File: src/shared/pgio_pkg.sv
package pgio_pkg;

  // ==========================================================================
  // Register map
  localparam logic [7:0] PGIO_ADDR_OUT_EN  = 8'h44;
  localparam logic [7:0] PGIO_ADDR_OUT_VAL = 8'h45;
  localparam logic [7:0] PGIO_ADDR_IN_LVL  = 8'h46;

  // ==========================================================================
  // Reset values
  localparam logic [7:0] PGIO_OUT_EN_RST  = 8'h00;
  localparam logic [7:0] PGIO_OUT_VAL_RST = 8'h00;

  // ==========================================================================
  // Pin positions
  localparam int PGIO_NPINS      = 8;
  localparam int PGIO_BIT_SIGNAL_INPUT_PIN  = 7;
  localparam int PGIO_BIT_CLOCK_OUTPUT_PIN = 6;
  localparam int PGIO_BIT_INTERFACE_SELECT_PIN_1 = 5;
  localparam int PGIO_BIT_INTERFACE_SELECT_PIN_0 = 4;
  localparam int PGIO_BIT_TCK    = 3;
  localparam int PGIO_BIT_TMS    = 2;
  localparam int PGIO_BIT_TDI    = 1;
  localparam int PGIO_BIT_TDO    = 0;

  // Scan pins that boundary scan keeps
  localparam logic [7:0] PGIO_SCAN_MASK = 8'h0f;

  // Input synchroniser depth
  localparam int PGIO_SYNC_STAGES = 3;

endpackage

File: src/design/pgio_top.sv
// How it works
// - Enable bit 7 makes signal input an output
// - Enable bit 6 replaces clock output function
// - Bits 5,4 drive interface select pins
// - Bits 3..0 drive TCK, TMS, TDI, TDO
// - Boundary scan masks enable bits 3..0
// - Enable register at 44h, read/write
// - Value register at 45h, read/write
// - Value bit drives its enabled pin
// - Read-only pin level register at 46h
`timescale 1ns/10ps
module pgio_top (
  input  wire logic                           mclk,
  input  wire logic                           rstn,
  // Register port
  input  wire logic [7:0]                     reg_addr,
  input  wire logic [7:0]                     reg_wdata,
  input  wire logic                           reg_wr,
  input  wire logic                           reg_rd,
  output logic      [7:0]                     reg_rdata,
  // Boundary scan strap from nonvolatile configuration
  input  wire logic                           boundary_scan_on,
  // Normal functions of each pin (oe low = drive)
  input  wire logic [pgio_pkg::PGIO_NPINS-1:0] func_out,
  input  wire logic [pgio_pkg::PGIO_NPINS-1:0] func_oe_n,
  // Pads
  input  wire logic [pgio_pkg::PGIO_NPINS-1:0] pad_in,
  output logic      [pgio_pkg::PGIO_NPINS-1:0] pad_out,
  output logic      [pgio_pkg::PGIO_NPINS-1:0] pad_oe_n
);
  import pgio_pkg::*;

  logic [7:0] pad_output_enable_q;
  logic [7:0] pad_output_value_q;
  logic [7:0] rdata_q;
  logic [7:0] rdata_d;
  logic       scan_q;
  logic [7:0] pad_out_q;
  logic [7:0] pad_out_d;
  logic [7:0] pad_oe_n_q;
  logic [7:0] pad_oe_n_d;
  logic [7:0] pad_input_level;
  logic [7:0] effective_en;

  // ==========================================================================
  // Register decode
  wire wr_en  = reg_wr && (reg_addr == PGIO_ADDR_OUT_EN);
  wire wr_val = reg_wr && (reg_addr == PGIO_ADDR_OUT_VAL);

  always_comb begin
    unique case (reg_addr)
      PGIO_ADDR_OUT_EN:  rdata_d = pad_output_enable_q;
      PGIO_ADDR_OUT_VAL: rdata_d = pad_output_value_q;
      PGIO_ADDR_IN_LVL:  rdata_d = pad_input_level;
      default:           rdata_d = 8'h00;
    endcase
  end

  always_ff @(posedge mclk or negedge rstn) begin
    if (!rstn) begin
      pad_output_enable_q <= PGIO_OUT_EN_RST;
      pad_output_value_q  <= PGIO_OUT_VAL_RST;
      rdata_q             <= 8'h00;
    end else begin
      if (wr_en) begin
        pad_output_enable_q <= reg_wdata;
      end
      if (wr_val) begin
        pad_output_value_q <= reg_wdata;
      end
      rdata_q <= reg_rd ? rdata_d : 8'h00;
    end
  end

  assign reg_rdata = rdata_q;

  // ==========================================================================
  // Strap capture, sampled every cycle after release
  always_ff @(posedge mclk or negedge rstn) begin
    if (!rstn) begin
      scan_q <= 1'b0;
    end else begin
      scan_q <= boundary_scan_on;
    end
  end

  // ==========================================================================
  // Pin level sampling
  pgio_sync #(
    .WIDTH (PGIO_NPINS)
  ) u_sync (
    .mclk     (mclk),
    .rstn     (rstn),
    .async_in (pad_in),
    .sync_out (pad_input_level)
  );

  // ==========================================================================
  // Pad multiplexing
  assign effective_en = pad_output_enable_q & ~(scan_q ? PGIO_SCAN_MASK : 8'h00);

  genvar gi;
  generate
    for (gi = 0; gi < PGIO_NPINS; gi++) begin : g_pin
      assign pad_out_d[gi]  = effective_en[gi] ? pad_output_value_q[gi] : func_out[gi];
      assign pad_oe_n_d[gi] = effective_en[gi] ? 1'b0 : func_oe_n[gi];
    end
  endgenerate

  always_ff @(posedge mclk or negedge rstn) begin
    if (!rstn) begin
      pad_out_q  <= 8'h00;
      pad_oe_n_q <= 8'hff;
    end else begin
      pad_out_q  <= pad_out_d;
      pad_oe_n_q <= pad_oe_n_d;
    end
  end

  assign pad_out  = pad_out_q;
  assign pad_oe_n = pad_oe_n_q;

  // ==========================================================================
  // Checks
  logic past_valid_q;
  always_ff @(posedge mclk or negedge rstn) begin
    if (!rstn) begin
      past_valid_q <= 1'b0;
    end else begin
      past_valid_q <= 1'b1;
    end
  end
endmodule

File: src/design/pgio_sync.sv
`timescale 1ns/10ps
module pgio_sync #(
  parameter int WIDTH = 8
) (
  input  wire logic             mclk,
  input  wire logic             rstn,
  input  wire logic [WIDTH-1:0] async_in,
  output logic      [WIDTH-1:0] sync_out
);
  import pgio_pkg::*;

  logic [WIDTH-1:0] s1_q;
  logic [WIDTH-1:0] s2_q;
  logic [WIDTH-1:0] s3_q;
  logic [WIDTH-1:0] out_q;
  logic [WIDTH-1:0] out_d;

  // ==========================================================================
  // Three stages, output follows when stages two and three agree
  assign out_d = (~(s2_q ^ s3_q) & s3_q) | ((s2_q ^ s3_q) & out_q);

  always_ff @(posedge mclk or negedge rstn) begin
    if (!rstn) begin
      s1_q  <= '0;
      s2_q  <= '0;
      s3_q  <= '0;
      out_q <= '0;
    end else begin
      s1_q  <= async_in;
      s2_q  <= s1_q;
      s3_q  <= s2_q;
      out_q <= out_d;
    end
  end

  assign sync_out = out_q;
endmodule

File: config.mk
export PLATFORM = sky130hd
export DESIGN_NAME = pgio_top
export DESIGN_NICKNAME = d
export VERILOG_FILES = /design/src/shared/pgio_pkg.sv /design/src/design/pgio_top.sv /design/src/design/pgio_sync.sv
export SDC_FILE = /design/constraint.sdc
export NUM_CORES = 1
export LEC_CHECK = 0
export BUFFER_PORTS_ARGS = -buffer_cell sky130_fd_sc_hd__buf_2
export CORE_MARGIN = 2
export CORE_UTILIZATION = 46
export CTS_CLUSTER_DIAMETER = 60
export CTS_CLUSTER_SIZE = 30
export DETAILED_ROUTE_END_ITERATION = 8
export HOLD_SLACK_MARGIN = 0.1
export PLACE_DENSITY = 0.71
export SLEW_MARGIN = 20
export SYNTH_ARGS = -nofsm -noshare
export SYNTH_HDL_FRONTEND = slang
export SYNTH_SLANG_ARGS = --single-unit
File: constraint.sdc
create_clock -name mclk -period 1.15 [get_ports mclk]
set_input_delay 0.23 -clock mclk [delete_from_list [all_inputs] [get_ports mclk]]
set_output_delay 0.23 -clock mclk [all_outputs]
set_load 0.01 [all_outputs]
==> reports/results.tsv <==
metric	value	unit
run status	finished, violations left	
failing checks	negative setup slack	
Tot Pwr	5.56	mW
full die area	6200	um2
met2 GRT Util	29.0	%
Relative slew margins	74.9	%
Tmin final	1.43	ns
chip height	78.7	um
CTS Buf Count	9	
Synth Area in Simple Gates	7.55	%
Worst EP required	1.38	ns
area grow syn2layout	40.2	%
Overflow after GRT	0	
count leader, synth	dfrtp_1	
Final #Nets	312	
Finish-stage setup viols	32	
Max IR drop VDD	1.06	mV
min setup slack post-route	-0.276	ns
XOR/XNOR Fraction of Synth Area	0	%
Adder-Cell Fraction of Synth Area	3.12	%
Post-Syn Area per Cell	15.9	um2
I/O pin count	69	
P_sw	1.15	mW
# port buffers	68	
root buffer cell	clkbuf_8	
Gate power share	7.9	%
clk buf depth	2	
Leak Pwr	1.73	nW
Avg Vias per Cell	4.73	
diode count	0	
Arr. time, crit path	1.66	ns
Cells after Synth	161	
TritonCTS clock tree	yes	
pins over their slew limit	0	
Max Cap Viol	0	
Unique masters post-synth	18	
CP Max Fanout	4	
Antenna Nets Post-Route	0	
Worst Tran Pin Value	0.376	ns
sequential share of the synthesized area	71.5	%
yosys synthesis warning count	0	
DRC Markers	0	
GRT met3 Usage	3.98	%
placed inst area	3100	um2
layout cells sized above 1	51.1	%
fin crit share	124	%
GR Layer Usage met1	24.0	%
busiest grt layer	met2	
final wirelength	5.15	mm
final hold vios	0	
Power Density	1550	nW/um2
main area contributors after synthesis	dfrtp_1 63%, mux2_2 11%, dfstp_2 8.2%, mux2_4 4.7%, maj3_1 3.1%	
commonest cells in the netlist	65 x dfrtp_1, 24 x mux2_2, 17 x nand2_1	
Reg clk slew, reported paths	0.07	ns
flop-to-flop setup slack	0.19	ns
total number of vias	1626	
kind of end point of the critical path	flip-flop	
largest area contributor in the netlist	dfrtp_1	
Yosys top cell area share	63.4	%
Post-synth EDFFs	0	
critical path launch point type	input port	
1st-iter DRT viols	101	
design area	3600	um2
htree depth	3	
clock sinks	73	
first-pass iteration count of the detailed router	4	
TNS Setup	-6.14	ns
global-route wire length before repair	8.41	mm
Worst-Skew Late Latency	0.34	ns
clock power share	42.2	%
DP Wirelength	3.47	mm
largest net degree at the start of global routing	74	
Die W	78.7	um
FFs w/ async S/R, synth	100	%
Mapped Nets	206	
FMAX	701	MHz
Sw Ratio	20.6	%
total track usage	18.4	%
number of global-route vias before repair	1779	
Fin Clk Skew	0.00546	ns
sequential share of power	49.9	%
wire length per cell	15.0	um
Yosys reg bits	73	
RSZ-0062 raised after global routing	true	
Cell Rows	27	
hold crit path type	in -> reg	
Initial Util	47.2	%
Cell Int Power	4.41	mW
gpl congestion	0.750	
initial antenna violation count	0	
Synth Cell Area	2570	um2
largest family of logic cells by synthesized area	multiplexers	
ys flop type	dfrtp_1	
area of the core	5440	um2
Fillers	404	
WS Path Type	in -> reg	
post-synthesis mux area share	15.2	%
Synth Area in Compound Gates	1.56	%
[worst max-delay path, stage by stage]
cell and delay (ns):
buf_6 0.09, or4b_4 0.54, or3_4 0.36, buf_6 0.14
mux2_4 0.29
[worst paths after layout]
path,cells past startpoint,from,endpoint
max reg2reg,2,pad_output_enable_q[0],pad_out[0]
min in group asynchronous,3,rstn,pad_out[3]
min,2,func_out[2],pad_out[2]
min reg2reg,0,u_sync.s1_q[0],u_sync.s2_q[0]
max,5,reg_addr[4],pad_output_value_q[1]
max in group asynchronous,3,rstn,pad_oe_n[4]
[final cells by class]
cell class                      instances  area, um2  share of cell area [%]
Clock inverter                          5        104                    2.89
Inverter                                1       3.75                   0.104
Sequential cell                        73       1840                    51.0
Tap cell                               72       90.1                    2.50
Timing Repair Buffer                   99        702                    19.5
Multi-Input combinational cell         83        731                    20.3
Clock buffer                           11        131                    3.65
[per-layer routing]
layer  up-vias  wire length, um
met5         -                0
met4         0              127
met3        12              284
met2        59             2420
met1       797             2320
li1        758                -
[cells in the final DEF (no fill, tap or decap), types with 9 or more instances in the layout]
master / instances
buf_6: 13
buf_2: 59
dlygate4sd3_1: 18
nand2_1: 17
mux2_2: 20
clkbuf_8: 9
dfrtp_1: 65
mux2_4: 12
[metrics by stage]
step	utilization (%)	setup slack [ns]	hold WS, ns	cells
floorplan	-	-0.515	-0.0656	161
global placement	57.0	-0.666	0.286	309
detailed placement	57.0	-0.681	0.286	309
CTS	66.2	-0.255	0.106	344
global route	66.2	-0.299	0.115	344
finish	66.2	-0.276	0.117	344
[power by group through the flow]
| stage | Combinational, mW | Sequential (mW) | Clock (mW) |
|---|---|---|---|
| floorplan | 0.152 | 2.82 | 0 |
| global placement | 0.370 | 2.82 | 0 |
| detailed placement | 0.376 | 2.82 | 0 |
| CTS | 0.446 | 2.78 | 2.41 |
| global route | 0.482 | 2.79 | 2.51 |
| finish | 0.439 | 2.77 | 2.35 |
[what timing repair did]
action	in CTS	in global routing
buffers inserted	1	0
gates resized for setup	14	0
pin swaps	2	0
hold buffers	18	0
setup endpoints to repair	32	32
endpoints found under the hold margin	82	0
[kinds of logic (layout without fill, tap and decap cells)]
logic type / after synthesis / in the layout
buf+inv: 5 / 116
compound gates: 8 / 8
mux: 32 / 32
flops: 73 / 73
fa+ha+maj: 8 / 8
simple gates: 35 / 35
(Power assumes the default switching activity.)
